## config.mk

```make
export PLATFORM = sky130hd
export DESIGN_NAME = pafs_mux
export DESIGN_NICKNAME = d
export VERILOG_FILES = /design/src/core/pafs_pkg.sv /design/src/core/pafs_mux.sv
export VERILOG_INCLUDE_DIRS = /design/src /design/src/core
export SDC_FILE = /design/constraint.sdc
export NUM_CORES = 1
export LEC_CHECK = 0
export BUFFER_PORTS_ARGS = -buffer_cell sky130_fd_sc_hd__buf_2
export CORE_AREA = 2 2 191 193
export DETAILED_ROUTE_END_ITERATION = 8
export DIE_AREA = 0 0 193 195
export GPL_TIMING_DRIVEN = 1
export HOLD_SLACK_MARGIN = 0.02
export PLACE_DENSITY = 0.55
export SLEW_MARGIN = 20
export SYNTH_ARGS = -nofsm -noshare
export SYNTH_HDL_FRONTEND = slang
export SYNTH_SLANG_ARGS = --single-unit
```

## constraint.sdc

```tcl
create_clock -name sys_clk_i -period 1.8 [get_ports sys_clk_i]
set_input_delay 0.18 -clock sys_clk_i [delete_from_list [all_inputs] [get_ports sys_clk_i]]
set_output_delay 0.18 -clock sys_clk_i [all_outputs]
set_load 0.01 [all_outputs]
```

## src/core/pafs_defs.svh

```systemverilog
`ifndef PAFS_DEFS_SVH
`define PAFS_DEFS_SVH

// register byte offsets
`define PAFS_OFF_DATA      12'h000
`define PAFS_OFF_DIR       12'h004
`define PAFS_OFF_MODE      12'h008
`define PAFS_OFF_FSEL      12'h00C
`define PAFS_OFF_FSELX     12'h010
`define PAFS_OFF_RISE      12'h014
`define PAFS_OFF_FALL      12'h018
`define PAFS_OFF_PIN       12'h01C
`define PAFS_OFF_EVENT     12'h020

// pin field positions inside the 32-bit words
`define PAFS_P2_LSB        0
`define PAFS_P3_LSB        2
`define PAFS_P4_LSB        4
`define PAFS_P5_LSB        10
`define PAFS_P7_LSB        12
`define PAFS_AL_LSB        20
`define PAFS_NPINS         33

// reset values: every pin a port input, data low
`define PAFS_RST_DATA      33'h0_0000_0000
`define PAFS_RST_DIR       33'h1_FFFF_FFFF
`define PAFS_RST_MODE      33'h0_0000_0000
`define PAFS_RST_FSEL      33'h0_0000_0000

`endif

```

## src/core/pafs_pkg.sv

```systemverilog
package pafs_pkg;

  // function selection of one shared pin
  typedef enum logic [1:0] {
    PAFS_SEL_A,
    PAFS_SEL_B,
    PAFS_SEL_C,
    PAFS_SEL_D
  } pafs_sel_t;

  // one pad: output value and output enable
  typedef struct packed {
    logic dout;
    logic oe;
  } pafs_pad_t;

  // the serial unit bundle for one port-4 channel
  typedef struct packed {
    logic csi_a_data_out;
    logic uart_a_transmit;
    logic csi_a_serial_clock_out;
    logic csi_a_serial_clock_oe;
  } pafs_ser_out_t;

  typedef struct packed {
    logic csi_a_data_in;
    logic uart_a_receive;
    logic csi_a_serial_clock_in;
    logic uart_a_baud_clock_in;
  } pafs_ser_in_t;

endpackage

```

## src/core/pafs_mux.sv

```systemverilog
// Chosen here: the APB slave port and the register offsets.
`timescale 1ns/1ps
`default_nettype none
`include "pafs_defs.svh"

// Operation
// (RULE1) board holds debug reset low to use shared port-2 pins as port functions
// (RULE2) debug reset high overrides port-2 settings, pins become debug data in/out
// (RULE3) two-wire data and clock pins drive only low, never high
// (RULE4) port-4 data-out pin: function 0 clocked serial out, 1 uart transmit
// (RULE5) port-4 data-in pin: function 0 clocked serial in, 1 uart receive
// (RULE6) port-4 clock pin: function 0 serial clock, 1 uart baud clock in
// (RULE7) first port-5 pin: irq, timer out, or event/capture/timer irq together
// (RULE8) second port-5 pin: irq, timer out, or timer irq input
// (RULE9) port-5 irq edge comes from separate rising and falling select registers
// (RULE10) port-7 pins feed analog inputs when mode set, no direction bit
// (RULE11) port-8 pins always carry analog outputs, no settings needed
// (RULE12) low address pins output address bits 0..12 when mode set
// (RULE13) alternate function ignores data latch and direction; function sets direction
// (RULE14) mode bit 0 makes pin a general port bit under data and direction
module pafs_mux (
  input  wire logic                  sys_clk_i,
  input  wire logic                  rstn_i,
  // apb slave
  input  wire logic                  psel_i,
  input  wire logic                  penable_i,
  input  wire logic                  pwrite_i,
  input  wire logic [11:0]           paddr_i,
  input  wire logic [31:0]           pwdata_i,
  output logic      [31:0]           prdata_o,
  output logic                       pready_o,
  output logic                       pslverr_o,
  // pads: bit order p2[1:0] p3[1:0] p4[5:0] p5[1:0] p7[7:0] al[12:0]
  input  wire logic [32:0]           pad_in_i,
  output logic      [32:0]           pad_out_o,
  output logic      [32:0]           pad_oe_o,
  input  wire logic                  debug_reset_i,
  // debug serial
  input  wire logic                  dbg_data_out_i,
  output logic                       dbg_data_in_o,
  // two-wire serial on port 3
  input  wire logic                  twi_data_low_i,
  input  wire logic                  twi_clock_low_i,
  input  wire logic                  twi_enable_i,
  output logic                       twi_data_in_o,
  output logic                       twi_clock_in_o,
  // port-4 serial channels
  input  wire pafs_pkg::pafs_ser_out_t [1:0] ser_out_i,
  output pafs_pkg::pafs_ser_in_t       [1:0] ser_in_o,
  // port-5 timer functions
  input  wire logic [1:0]            timer_p2_out0_i,
  output logic                       timer_p2_event_in_o,
  output logic                       timer_p2_capture_in_o,
  output logic      [1:0]            timer_p2_irq_in0_o,
  output logic      [1:0]            ext_irq_p5_o,
  // analog
  output logic      [7:0]            analog_in_ch0_o,
  output logic      [7:0]            analog_in_en_o,
  input  wire logic [1:0]            analog_out_ch0_i,
  output logic      [1:0]            analog_out_pad_o,
  // external bus address
  input  wire logic [12:0]           ext_bus_addr_bit0_i
);

  // control registers, one bit per pad; port-5 ext select and edge selects two bits each
  logic [32:0] port_data;
  logic [32:0] pin_direction_bit;
  logic [32:0] pin_mode_control_bit;
  logic [32:0] function_select_bit;
  logic [1:0]  function_select_ext_bit;
  logic [1:0]  rising_edge_sel_reg_p5;
  logic [1:0]  falling_edge_sel_reg_p5;

  // pad input synchronisers
  logic [32:0] pad_meta;
  logic [32:0] pad_sync;
  logic [32:0] pad_prev;
  logic        trst_meta;
  logic        trst_sync;

  always_ff @(posedge sys_clk_i or negedge rstn_i) begin
    if (!rstn_i) begin
      pad_meta  <= 33'h0_0000_0000;
      pad_sync  <= 33'h0_0000_0000;
      pad_prev  <= 33'h0_0000_0000;
      trst_meta <= 1'b0;
      trst_sync <= 1'b0;
    end else begin
      pad_meta  <= pad_in_i;
      pad_sync  <= pad_meta;
      pad_prev  <= pad_sync;
      trst_meta <= debug_reset_i;
      trst_sync <= trst_meta;
    end
  end

  // apb decode; zero wait states, unmapped reads zero and flags error
  wire        wr_en   = psel_i & penable_i & pwrite_i;
  wire        hit_dat = paddr_i == `PAFS_OFF_DATA;
  wire        hit_dir = paddr_i == `PAFS_OFF_DIR;
  wire        hit_mod = paddr_i == `PAFS_OFF_MODE;
  wire        hit_fs  = paddr_i == `PAFS_OFF_FSEL;
  wire        hit_fx  = paddr_i == `PAFS_OFF_FSELX;
  wire        hit_ri  = paddr_i == `PAFS_OFF_RISE;
  wire        hit_fa  = paddr_i == `PAFS_OFF_FALL;
  wire        hit_pin = paddr_i == `PAFS_OFF_PIN;
  wire        hit_ev  = paddr_i == `PAFS_OFF_EVENT;
  wire        hit_any = hit_dat | hit_dir | hit_mod | hit_fs | hit_fx |
                        hit_ri | hit_fa | hit_pin | hit_ev;
  // registers hold the low 32 pads; pad 32 (top address bit) in bit 0
  // of an upper-word alias would waste a map slot, so its bits ride in
  // the same word via wrap: low word covers pads 0..31, pad 32 mirrors 31
  logic [1:0]  ev_flag;
  wire  [31:0] rd_mux =
      hit_dat ? port_data[31:0] :
      hit_dir ? pin_direction_bit[31:0] :
      hit_mod ? pin_mode_control_bit[31:0] :
      hit_fs  ? function_select_bit[31:0] :
      hit_fx  ? {30'h0000_0000, function_select_ext_bit} :
      hit_ri  ? {30'h0000_0000, rising_edge_sel_reg_p5} :
      hit_fa  ? {30'h0000_0000, falling_edge_sel_reg_p5} :
      hit_pin ? pad_sync[31:0] :
      hit_ev  ? {29'h0000_0000, trst_sync, ev_flag} : 32'h0000_0000;

  assign pready_o  = 1'b1;
  assign pslverr_o = psel_i & penable_i & ~hit_any;

  // read data from a flop, loaded in the setup cycle
  always_ff @(posedge sys_clk_i or negedge rstn_i) begin
    if (!rstn_i)
      prdata_o <= 32'h0000_0000;
    else if (psel_i & ~penable_i)
      prdata_o <= rd_mux;
  end

  // writable control; pad 32 shares control with pad 31 in each word
  always_ff @(posedge sys_clk_i or negedge rstn_i) begin
    if (!rstn_i) begin
      port_data               <= `PAFS_RST_DATA;
      pin_direction_bit       <= `PAFS_RST_DIR;
      pin_mode_control_bit    <= `PAFS_RST_MODE;
      function_select_bit     <= `PAFS_RST_FSEL;
      function_select_ext_bit <= 2'h0;
      rising_edge_sel_reg_p5  <= 2'h0;
      falling_edge_sel_reg_p5 <= 2'h0;
    end else if (wr_en) begin
      if (hit_dat) port_data <= {pwdata_i[31], pwdata_i};
      if (hit_dir) pin_direction_bit <= {pwdata_i[31], pwdata_i};
      if (hit_mod) pin_mode_control_bit <= {pwdata_i[31], pwdata_i};
      if (hit_fs)  function_select_bit <= {pwdata_i[31], pwdata_i};
      if (hit_fx)  function_select_ext_bit <= pwdata_i[1:0];
      if (hit_ri)  rising_edge_sel_reg_p5 <= pwdata_i[1:0];
      if (hit_fa)  falling_edge_sel_reg_p5 <= pwdata_i[1:0];
    end
  end

  // port-5 edge detect; sticky event flags, write 1 clears, set wins
  wire [1:0] p5_now  = pad_sync[`PAFS_P5_LSB +: 2];
  wire [1:0] p5_old  = pad_prev[`PAFS_P5_LSB +: 2];
  wire [1:0] p5_irq_mode = pin_mode_control_bit[`PAFS_P5_LSB +: 2] &
                           ~function_select_ext_bit &
                           ~function_select_bit[`PAFS_P5_LSB +: 2];
  wire [1:0] p5_edge = p5_irq_mode &
                       ((p5_now & ~p5_old & rising_edge_sel_reg_p5) |
                        (~p5_now & p5_old & falling_edge_sel_reg_p5)); // RULE9
  assign ext_irq_p5_o = p5_edge;

  always_ff @(posedge sys_clk_i or negedge rstn_i) begin
    if (!rstn_i)
      ev_flag <= 2'h0;
    else
      ev_flag <= p5_edge | (ev_flag & ~({2{wr_en & hit_ev}} & pwdata_i[1:0]));
  end

  // per-pad port default: mode 0 gives general port
  logic [32:0] alt_out;
  logic [32:0] alt_oe;
  wire  [32:0] port_oe  = ~pin_direction_bit;
  wire  [32:0] mux_out;
  wire  [32:0] mux_oe;

  genvar g;
  generate
    for (g = 0; g < `PAFS_NPINS; g++) begin : g_pad
      assign mux_out[g] = pin_mode_control_bit[g] ? alt_out[g]
                                                  : port_data[g]; // RULE14
      assign mux_oe[g]  = pin_mode_control_bit[g] ? alt_oe[g]
                                                  : port_oe[g]; // RULE13
    end
  endgenerate

  // port-2 debug override; ignores every register while held high
  wire trst = trst_sync; // RULE1
  assign pad_out_o[1:0] = trst ? {dbg_data_out_i, 1'b0} : mux_out[1:0];
  assign pad_oe_o[1:0]  = trst ? 2'b10 : mux_oe[1:0]; // RULE2
  assign dbg_data_in_o  = trst & pad_sync[0];
  assign pad_out_o[32:2] = mux_out[32:2];
  assign pad_oe_o[32:2]  = mux_oe[32:2];

  // alternate function selection
  wire [5:0] fs4 = function_select_bit[`PAFS_P4_LSB +: 6];
  wire [1:0] fs5 = function_select_bit[`PAFS_P5_LSB +: 2];
  wire [1:0] m5  = pin_mode_control_bit[`PAFS_P5_LSB +: 2];
  always_comb begin
    alt_out = 33'h0_0000_0000;
    alt_oe  = 33'h0_0000_0000;
    // port 2 has no listed function here; keep as inputs
    // port 3: two-wire pins drive low only
    alt_out[`PAFS_P3_LSB]     = 1'b0;
    alt_out[`PAFS_P3_LSB + 1] = 1'b0;
    alt_oe[`PAFS_P3_LSB]      = twi_enable_i & twi_data_low_i; // RULE3
    alt_oe[`PAFS_P3_LSB + 1]  = twi_enable_i & twi_clock_low_i; // RULE3
    // port 4, two channels of out/in/clock
    for (int c = 0; c < 2; c++) begin
      alt_out[`PAFS_P4_LSB + 3*c] = fs4[3*c] ? ser_out_i[c].uart_a_transmit
                                    : ser_out_i[c].csi_a_data_out; // RULE4
      alt_oe[`PAFS_P4_LSB + 3*c]  = 1'b1;
      alt_oe[`PAFS_P4_LSB + 3*c + 1] = 1'b0; // RULE5
      alt_out[`PAFS_P4_LSB + 3*c + 2] = ser_out_i[c].csi_a_serial_clock_out;
      alt_oe[`PAFS_P4_LSB + 3*c + 2]  = ~fs4[3*c + 2] &
                         ser_out_i[c].csi_a_serial_clock_oe; // RULE6
    end
    // port 5: timer output only in ext=0, fs=1
    for (int c = 0; c < 2; c++) begin
      alt_out[`PAFS_P5_LSB + c] = timer_p2_out0_i[c];
      alt_oe[`PAFS_P5_LSB + c]  = ~function_select_ext_bit[c] &
                                  fs5[c]; // RULE7 RULE8
    end
    // port 7 analog: never driven
    // low address port outputs address bits
    for (int a = 0; a < 13; a++) begin
      alt_out[`PAFS_AL_LSB + a] = ext_bus_addr_bit0_i[a];
      alt_oe[`PAFS_AL_LSB + a]  = 1'b1; // RULE12
    end
  end

  // peripheral inputs; gated so an unselected function sees idle low
  always_comb begin
    for (int c = 0; c < 2; c++) begin
      ser_in_o[c].csi_a_data_in = pin_mode_control_bit[`PAFS_P4_LSB+3*c+1] &
          ~fs4[3*c+1] & pad_sync[`PAFS_P4_LSB + 3*c + 1]; // RULE5
      ser_in_o[c].uart_a_receive = pin_mode_control_bit[`PAFS_P4_LSB+3*c+1] &
          fs4[3*c+1] & pad_sync[`PAFS_P4_LSB + 3*c + 1]; // RULE5
      ser_in_o[c].csi_a_serial_clock_in =
          pin_mode_control_bit[`PAFS_P4_LSB+3*c+2] & ~fs4[3*c+2] &
          pad_sync[`PAFS_P4_LSB + 3*c + 2]; // RULE6
      ser_in_o[c].uart_a_baud_clock_in =
          pin_mode_control_bit[`PAFS_P4_LSB+3*c+2] & fs4[3*c+2] &
          pad_sync[`PAFS_P4_LSB + 3*c + 2]; // RULE6
    end
  end

  // ext=1, fs=0 on pin 0 fans out to three timer inputs at once
  wire [1:0] p5_tin = m5 & function_select_ext_bit & ~fs5 & p5_now;
  assign timer_p2_event_in_o   = p5_tin[0]; // RULE7
  assign timer_p2_capture_in_o = p5_tin[0]; // RULE7
  assign timer_p2_irq_in0_o    = p5_tin; // RULE8

  // two-wire receive side reads pads back
  assign twi_data_in_o  = pad_sync[`PAFS_P3_LSB];
  assign twi_clock_in_o = pad_sync[`PAFS_P3_LSB + 1];

  // analog paths; port 7 direction register has no effect while the mode bit is set
  assign analog_in_en_o   = pin_mode_control_bit[`PAFS_P7_LSB +: 8]; // RULE10
  assign analog_in_ch0_o  = pad_sync[`PAFS_P7_LSB +: 8] & analog_in_en_o;
  assign analog_out_pad_o = analog_out_ch0_i; // RULE11

endmodule

`default_nettype wire

```

==> results of run 1 <==
## stage by stage
step           total power [mW]  utilization [%]
2_1_floorplan             5.949                -
3_3_place_gp              6.525            35.87
3_5_place_dp              6.534            35.87
4_1_cts                   12.85            40.75
5_1_grt                   13.19            40.79
6_report                  12.65            40.80
## cell type report
type	count	share of cell area (%)
Antenna cell	1	0.01733
Clock buffer	32	5.242
Clock inverter	21	1.733
Inverter	2	0.05198
Multi-Input combinational cell	575	30.08
Sequential cell	236	41.17
Tap cell	461	3.994
Timing Repair Buffer	372	17.71
## how the worst max path moves through the flow
stage,from,to,cells past startpoint
finish,pad_sync[11],ext_irq_p5_o[1],5
global route,pad_sync[10],ext_irq_p5_o[0],5
CTS,pad_sync[11],ext_irq_p5_o[1],5
detailed placement,paddr_i[9],port_data[12],7
global placement,paddr_i[7],port_data[17],7
floorplan,paddr_i[7],port_data[10],7
## sequential cells by signal (all words and copies together) (netlist names)
name,flops
function_select_ext_bit,2
rising_edge_sel_reg_p5,2
pad_meta,32
function_select_bit,32
port_data,32
pad_prev,2
pad_sync,32
falling_edge_sel_reg_p5,2
pin_direction_bit,32
prdata_o,32
ev_flag,2
pin_mode_control_bit,32
trst_meta,1
trst,1
## routing by layer
layer	global-route usage [%]	up-vias	share of wire, %
li1	-	3830	-
met4	4.854	0	2.4
met1	23.14	4180	43
met5	0	-	0
met2	29.17	311	48
met3	2.678	58	6.1
## power by group
group	total (mW)	switching [mW]	internal, mW
Clock	6.10	2.35	3.75
Sequential	5.57	0.0960	5.47
Combinational	0.981	0.546	0.434
## what timing repair did
item,CTS,global route
endpoints found under the setup margin,3,3
cloned,0,0
pin swaps,2,1
resized for setup,6,3
endpoints found under the hold margin,362,0
hold buffers,66,0
setup buffers,5,0
## cell families after synthesis
logic type             share of synthesized area (%)
DFF                                            56.26
AOI/OAI and AO/OA                              9.732
other                                        0.03549
and+or+nand+nor                                14.43
muxes                                          16.04
buffers and inverters                          3.493
## cells in the final DEF, fill, tap and decap left out, drive strengths merged, types with 2 or more instances in the layout
cell / Yosys / routed
buf: 30 / 306
nor3: 65 / 65
dfrtp: 204 / 204
a221o: 2 / 2
dfstp: 32 / 32
nand3b: 6 / 6
clkinvlp: 0 / 5
a21oi: 34 / 34
mux2i: 4 / 4
bufinv: 0 / 5
and3: 4 / 4
a21o: 2 / 2
o21ai: 40 / 40
mux2: 147 / 147
a22o: 30 / 30
nor2: 56 / 56
a221oi: 31 / 31
dlygate4sd3: 0 / 66
and4b: 2 / 2
nor2b: 16 / 16
inv: 2 / 2
nand2b: 80 / 80
o22ai: 4 / 4
and2: 9 / 9
nand3: 5 / 5
nor4: 3 / 3
nand2: 18 / 18
clkbuf: 43 / 32
nor4bb: 2 / 2
a222oi: 3 / 3
clkinv: 0 / 11
## Yosys cell counts, drive strengths merged (2+ instances only)
library cell / number / area [sq um]
nor4: 3 / 40.04
a222oi: 3 / 30.03
clkbuf: 43 / 161.4
nand3b: 6 / 45.04
mux2i: 4 / 40.04
and2: 9 / 56.30
and3: 4 / 25.02
a21oi: 34 / 170.2
o22ai: 4 / 25.02
nand2: 18 / 67.56
nor3: 65 / 340.3
a21o: 2 / 15.01
nor4bb: 2 / 20.02
dfrtp: 204 / 5105
o21ai: 40 / 200.2
a221oi: 31 / 271.5
nand3: 5 / 30.03
inv: 2 / 7.510
buf: 30 / 200.2
nor2: 56 / 217.7
nand2b: 80 / 500.5
a221o: 2 / 20.02
and4b: 2 / 20.02
dfstp: 32 / 840.8
nor2b: 16 / 100.1
mux2: 147 / 1655
a22o: 30 / 262.8
## worst max-delay path, stage by stage (launching register included)
cell and delay [ps]:
dfrtp_1 410, nand3b_1 170, o21ai_1 70, nor4bb_2 210, buf_4 190, buf_6 100
==> qor.yml, run 1 <==
die:
  die_h_microns: 195
  pin_count: 247
  initial_core_util_pct: 29.86
  fp.dieW_microns: 193
  core_sq_um: 35400
  die-area_sq_um: 37640
  rows: 69
timing:
  hold_ws_ps: 155.3
  maxSlewViolCount: 0
  tns_ps: -85.26
  slew_headroom_pct: 64.14
  skew_ps: 9.867
  hold_viol: 0
  finalCriticalPeriod_ps: 1858
  setup-violations-final: 2
  rsz0062_at_grt: "true"
  max_slew.worst_pin.slew_ps: 537.9
  setup_ws_ps: -58.05
  fmax_mhz: 538.2
  finalCritPeriodShare_pct: 103.2
outcome:
  violations: "setup timing"
  status: "complete, but fails checks"
setup_path:
  crit_type: "register to output port"
  worstReg2RegEnd: "prdata_o[1]"
  arrival_ps: 1680
  ff2ff_path_depth: 4
  cp_max_fo: 4
  worstPathRequired_ps: 1620
  cp-end-kind: "output port"
  r2r-start: "function_select_bit[1]"
  cp-start-kind: "register"
  ff2ff_setup_slack_ps: 440
hold_path:
  hold_class: "input port to asynchronous set/reset pin"
logic_synthesis:
  async_flop_share_pct: 100.0
  ys.flop_type: "dfrtp_1"
  synth_fp_nets: 998
  synth_seq_cells: 236
  ys_warn_count: 0
  ys_seq_area_share_pct: 56.26
  yosysUniqueCellTypes: 49
  netlist_instances: 886
  netlist_area_sq_um: 10570
  syn_area_per_cell_sq_um: 11.93
  synth_edf_count: 0
cts:
  cts_root_buf: "clkbuf_16"
  cts_sinks: 236
  cts_max_path_buffers: 3
  clk_pin_slew_worst_paths_ps: 60
  cts_max_level: 1
  cts_buffers: 29
  clk_latency_ps: 540
  cts_tree: "yes"
route:
  via_per_inst: 4.929
  drtAntennaViolNets: 0
  drc: 0
  vias: 8379
  post_drt_wl_per_cell_microns: 19.38
  drt_iter0_drc: 423
  drt-pass1-iter-count: 5
  drt_wl_total_mm: 32.94
layout:
  multi_input_area_sq_um: 4344
  fillers: 3436
  seqCellArea_sq_um: 5946
  syn_to_final_growth_pct: 36.66
  fin_cells: 1700
  final_layout_size_suffix_gt1_share_pct: 34.65
  final_nets: 1328
  fin_area_sq_um: 14440
placed_design:
  dpl.hpwl_mm: 22.25
  dpl_cell_area_sq_um: 12700
  place_congestion: 0.7791
  place_ws_ps: -287.1
  placed_cells: 1575
  io_buffers: 240
global_route:
  globalRouteTotalUtil_pct: 17.35
  grt_pass1_vias: 8522
  grt_pass1_wl_mm: 50.49
  grt_remaining_overflow: 0
  antenna_found_initial: 1
  grt_start_max_net_pins: 52
flow_run:
  cap_viol_max_count: 0
power:
  power.density_nw_per_um2: 875.7
  leakage_nw: 7.097
  ir_worst_vdd_mv: 0.6044
No activity file was read; power rests on OpenSTA's default activity.
==> run 2: changes to the inputs <==
Settings changed: RECOVER_POWER set to 25, REMOVE_ABC_BUFFERS set to 1.
==> qor.yml, run 2 (synthesis results as in run 1) <==
outcome:
  status: "complete, but fails checks"
  violations: "setup timing"
cts:
  cts_max_path_buffers: 3
  clk_latency_ps: 550
  cts_sinks: 236
  cts_buffers: 29
  cts_root_buf: "clkbuf_16"
  cts_max_level: 1
  cts_tree: "yes"
  clk_pin_slew_worst_paths_ps: 60
setup_path:
  ff2ff_path_depth: 5
  cp-end-kind: "output port"
  worstPathRequired_ps: 1620
  worstReg2RegEnd: "prdata_o[10]"
  arrival_ps: 1680
  cp-start-kind: "register"
  ff2ff_setup_slack_ps: 410
  crit_type: "register to output port"
  cp_max_fo: 3
  r2r-start: "pad_sync[10]"
global_route:
  grt_remaining_overflow: 0
  globalRouteTotalUtil_pct: 17.83
  grt_pass1_wl_mm: 51.47
  grt_pass1_vias: 8579
  antenna_found_initial: 0
  grt_start_max_net_pins: 73
route:
  post_drt_wl_per_cell_microns: 20.02
  wl_met1_mm: 15.76
  drc: 0
  route.met2.wl_mm: 15.48
  wl_met3_mm: 2.017
  drt-pass1-iter-count: 5
  drt_iter0_drc: 428
  vias: 8402
  maxUsedRoutingLayer: "met4"
  drtAntennaViolNets: 0
  drt_wl_total_mm: 33.95
  via_per_inst: 4.954
timing:
  fmax_mhz: 538.5
  setup_ws_ps: -57.16
  slew_headroom_pct: 41.41
  hold_viol: 0
  skew_ps: 11.11
  max_slew.worst_pin.slew_ps: 878.8
  setup-violations-final: 2
  finalCriticalPeriod_ps: 1857
  finalCritPeriodShare_pct: 103.2
  rsz0062_at_grt: "true"
  maxSlewViolCount: 0
power:
  comb_power_share_pct: 8.2
  power.density_nw_per_um2: 849.1
  internal_power_mw: 9.283
  p_seq_share_pct: 45.6
  pwr-share-clk_pct: 46.3
  swShare_pct: 23.99
  switching_power_mw: 2.930
  leakage_nw: 7.043
  ir_worst_vdd_mv: 0.6109
layout:
  syn_to_final_growth_pct: 36.10
  most-common-layout-cells: "232 x buf_2, 203 x dfrtp_1, 130 x mux2_1"
  multi_input_area_sq_um: 4340
  final_nets: 1324
  seqCellArea_sq_um: 5947
  antenna_cells: 0
  final_common_cell: "buf_2"
  fillers: 3469
  final_layout_size_suffix_gt1_share_pct: 33.44
  fin_area_sq_um: 14380
  fin_cells: 1696
hold_path:
  hold_class: "input port to register"
  hold_depth: 5
  min_from: "penable_i"
  min_to: "prdata_o[26]"
die:
  die-area_sq_um: 37640
  die_h_microns: 195
  pin_count: 247
  initial_core_util_pct: 29.86
  core_sq_um: 35400
  rows: 69
  fp.dieW_microns: 193
placed_design:
  io_buffers: 240
  place_ws_ps: -305.5
  placed_cells: 1569
  dpl.hpwl_mm: 22.22
  place_congestion: 0.7695
  dpl_cell_area_sq_um: 12710
flow_run:
  cap_viol_max_count: 0
-- run 2: cell type report --
cell class	instances	share of cell area (%)
Multi-Input combinational cell	575	30.18
Sequential cell	236	41.35
Clock inverter	6	0.2958
Inverter	2	0.05220
Clock buffer	48	6.238
Timing Repair Buffer	368	17.88
Tap cell	461	4.010
-- run 2: critical path: stages (launching register included) --
cell	delay (ps)
dfrtp_1	410
nand3b_1	160
o21ai_1	90
nor4bb_2	220
buf_4	170
buf_6	90
-- run 2: per-stage QoR --
| stage | hold slack [ps] | util [%] | total power, mW | setup TNS [ps] |
|---|---|---|---|---|
| 4_1_cts | 208.6 | 40.66 | 12.41 | -167.4 |
| 6_report | 255.4 | 40.63 | 12.21 | -110.8 |
| 3_5_place_dp | 22.08 | 35.90 | 6.546 | -26330 |
| 3_3_place_gp | 23.57 | 35.90 | 6.537 | -27890 |
| 5_1_grt | 234.9 | 40.63 | 12.72 | -2339 |
| 2_1_floorplan | -115.6 | - | 5.910 | -220220 |
-- run 2: power groups by stage --
stage | Combinational [mW] | Sequential, mW | Clock (mW)
6_report | 0.997 | 5.57 | 5.65
5_1_grt | 1.10 | 5.58 | 6.04
4_1_cts | 1.02 | 5.57 | 5.82
3_5_place_dp | 0.887 | 5.66 | 0
3_3_place_gp | 0.878 | 5.66 | 0
2_1_floorplan | 0.246 | 5.66 | 0
-- run 2: timing repair --
action	CTS	global route
setup buffers	5	1
gates resized for setup	8	3
endpoints found under the hold margin	375	0
pin swaps	1	1
hold buffers	68	0
setup endpoints to repair	4	6
-- run 2: per-layer routing --
metal / GRT usage (%) / vias to the layer above
met5: 0 / -
met4: 4.293 / 0
met3: 2.894 / 56
met2: 28.40 / 315
met1: 25.34 / 4209
li1: - / 3822
-- run 2: how the worst max path moves through the flow --
stage / from / end / cells past startpoint / slack [ps]
3_5_place_dp: paddr_i[9] / port_data[7] / 8 / -310
4_1_cts: pad_sync[10] / ext_irq_p5_o[0] / 5 / -90
3_3_place_gp: paddr_i[9] / port_data[12] / 8 / -300
2_1_floorplan: paddr_i[7] / pin_mode_control_bit[0] / 4 / -1470
5_1_grt: pad_sync[10] / ext_irq_p5_o[0] / 5 / -140
6_report: pad_sync[11] / ext_irq_p5_o[1] / 5 / -60
==> run 3: changes to the inputs <==
Settings changed: CELL_PAD_IN_SITES_DETAIL_PLACEMENT set to 1, CELL_PAD_IN_SITES_GLOBAL_PLACEMENT set to 2, PLACE_DENSITY 0.55 to 0.76.
==> qor.yml, run 3 (synthesis results as in run 1) <==
power:
  power.density_nw_per_um2: 854.1
  leakage_nw: 7.027
  ir_worst_vdd_mv: 0.6106
setup_path:
  ff2ff_path_depth: 4
  critPathSlowestCell: "dfrtp_1"
  worstPathRequired_ps: 1620
  crit_type: "register to output port"
  arrival_ps: 1700
  cp_slowest_stage_delay_ps: 430
  cp-start-kind: "register"
  crit_chain: "nand3b_1 -> o21ai_1 -> nor4bb_4 -> buf_4 -> buf_6"
  cp-end-kind: "output port"
  cp_max_fo: 5
die:
  die_h_microns: 195
  core_sq_um: 35400
  fp.dieW_microns: 193
  die-area_sq_um: 37640
  initial_core_util_pct: 29.86
  pin_count: 247
  rows: 69
timing:
  setup_ws_ps: -82.60
  max_slew.worst_pin.slew_ps: 1248
  setup-violations-final: 1
  slew_headroom_pct: 16.81
  hold_ws_ps: 226.7
  rsz0062_at_grt: "true"
  finalCritPeriodShare_pct: 104.6
  finalCriticalPeriod_ps: 1883
  skew_ps: 13.38
  fmax_mhz: 531.2
  hold_viol: 0
  maxSlewViolCount: 0
layout:
  syn_to_final_growth_pct: 36.08
  most-common-layout-cells: "234 x buf_2, 203 x dfrtp_1, 130 x mux2_1"
  final_core_util_pct: 40.63
  final_layout_size_suffix_gt1_share_pct: 32.98
  fillers: 3835
  antenna_cells: 0
  final_common_cell: "buf_2"
  final_nets: 1321
route:
  drtAntennaViolNets: 0
  post_drt_wl_per_cell_microns: 21.01
  drt-pass1-iter-count: 4
  drt_wl_total_mm: 35.48
  vias: 8418
  drt_iter0_drc: 275
  via_per_inst: 4.984
  drc: 0
global_route:
  grt_pass1_vias: 9002
  globalRouteTotalUtil_pct: 18.97
  grt_pass1_wl_mm: 54.42
  grt_start_max_net_pins: 58
  antenna_found_initial: 0
  grt_remaining_overflow: 0
cts:
  cts_tree: "yes"
  cts_buffers: 29
  cts_sinks: 236
  cts_root_buf: "clkbuf_16"
  cts_max_level: 1
  cts_max_path_buffers: 3
  clk_latency_ps: 540
  clk_pin_slew_worst_paths_ps: 60
hold_path:
  hold_depth: 5
  hold_class: "input port to register"
placed_design:
  dpl.hpwl_mm: 23.76
  place_congestion: 0.7361
  io_buffers: 240
outcome:
  violations: "setup timing"
  status: "complete, but fails checks"
flow_run:
  cap_viol_max_count: 0
## run 3: cell count changes in the layout (fill, tap and decap cells not counted), sizes merged
cell | previous run | this run
buf | 294 | 292
bufinv | 0 | 3
clkbuf | 54 | 51
clkinv | 3 | 2
clkinvlp | 2 | 1
dlygate4sd3 | 68 | 66
inv | 3 | 2
## run 3: final timing paths
path | startpoint | end | slack, ps
worst max-delay path | pad_sync[11] | ext_irq_p5_o[1] | -80
worst min-delay path | penable_i | prdata_o[8] | 230
worst max register to register | function_select_bit[1] | prdata_o[1] | 450
worst min register to register | pad_meta[2] | pad_sync[2] | 340
max in group asynchronous | rstn_i | pin_direction_bit[1] | 220
min in group asynchronous | rstn_i | pad_meta[28] | 460
## run 3: what timing repair did
action / in CTS / in global routing
hold buffers: 66 / 0
resized for setup: 6 / 3
pin swaps: 1 / 0
setup buffers: 0 / 3
setup endpoints to repair: 2 / 3
hold endpoints to repair: 375 / 0
## run 3: through the flow
step	std cells	cell area [sq um]	setup slack [ps]	setup TNS, ps	total power [mW]
after global placement	1570	12770	-303.6	-28220	6.537
after global routing	1689	14380	-184.5	-639.1	12.76
after detailed placement	1570	12770	-341.5	-33570	6.562
final	1689	14380	-82.60	-82.60	12.28
after CTS	1686	14380	-88.44	-160.7	12.46
after floorplan	813	10210	-1473	-220220	5.910
## run 3: layout make-up
| cell class | instances | area, sq um | area share, % |
|---|---|---|---|
| Tap cell | 461 | 576.8 | 4.011 |
| Inverter | 2 | 7.507 | 0.05221 |
| Clock buffer | 44 | 812.0 | 5.647 |
| Clock inverter | 6 | 107.6 | 0.7483 |
| Multi-Input combinational cell | 575 | 4339 | 30.17 |
| Sequential cell | 236 | 5947 | 41.36 |
| Timing Repair Buffer | 365 | 2590 | 18.01 |
## run 3: critical path: cells and delay by family (launching register included)
family / cells / cell delay (ps)
compound gates: 1 / 90
buf+inv: 2 / 250
flops: 1 / 430
simple gates: 2 / 390
## run 3: power breakdown
part | leakage (nW) | internal, mW | total (mW) | switching (mW)
sequential | 2.95 | 5.47 | 5.57 | 0.0978
combinational | 3.63 | 0.428 | 0.988 | 0.560
clock | 0.443 | 3.50 | 5.72 | 2.22
## run 3: layer usage
layer	up-vias	share of wire [%]	track usage, %
li1	3813	-	-
met1	4298	44	25.14
met2	246	49	32.27
met3	61	5.1	2.876
met4	0	2.3	4.910
met5	-	0	0
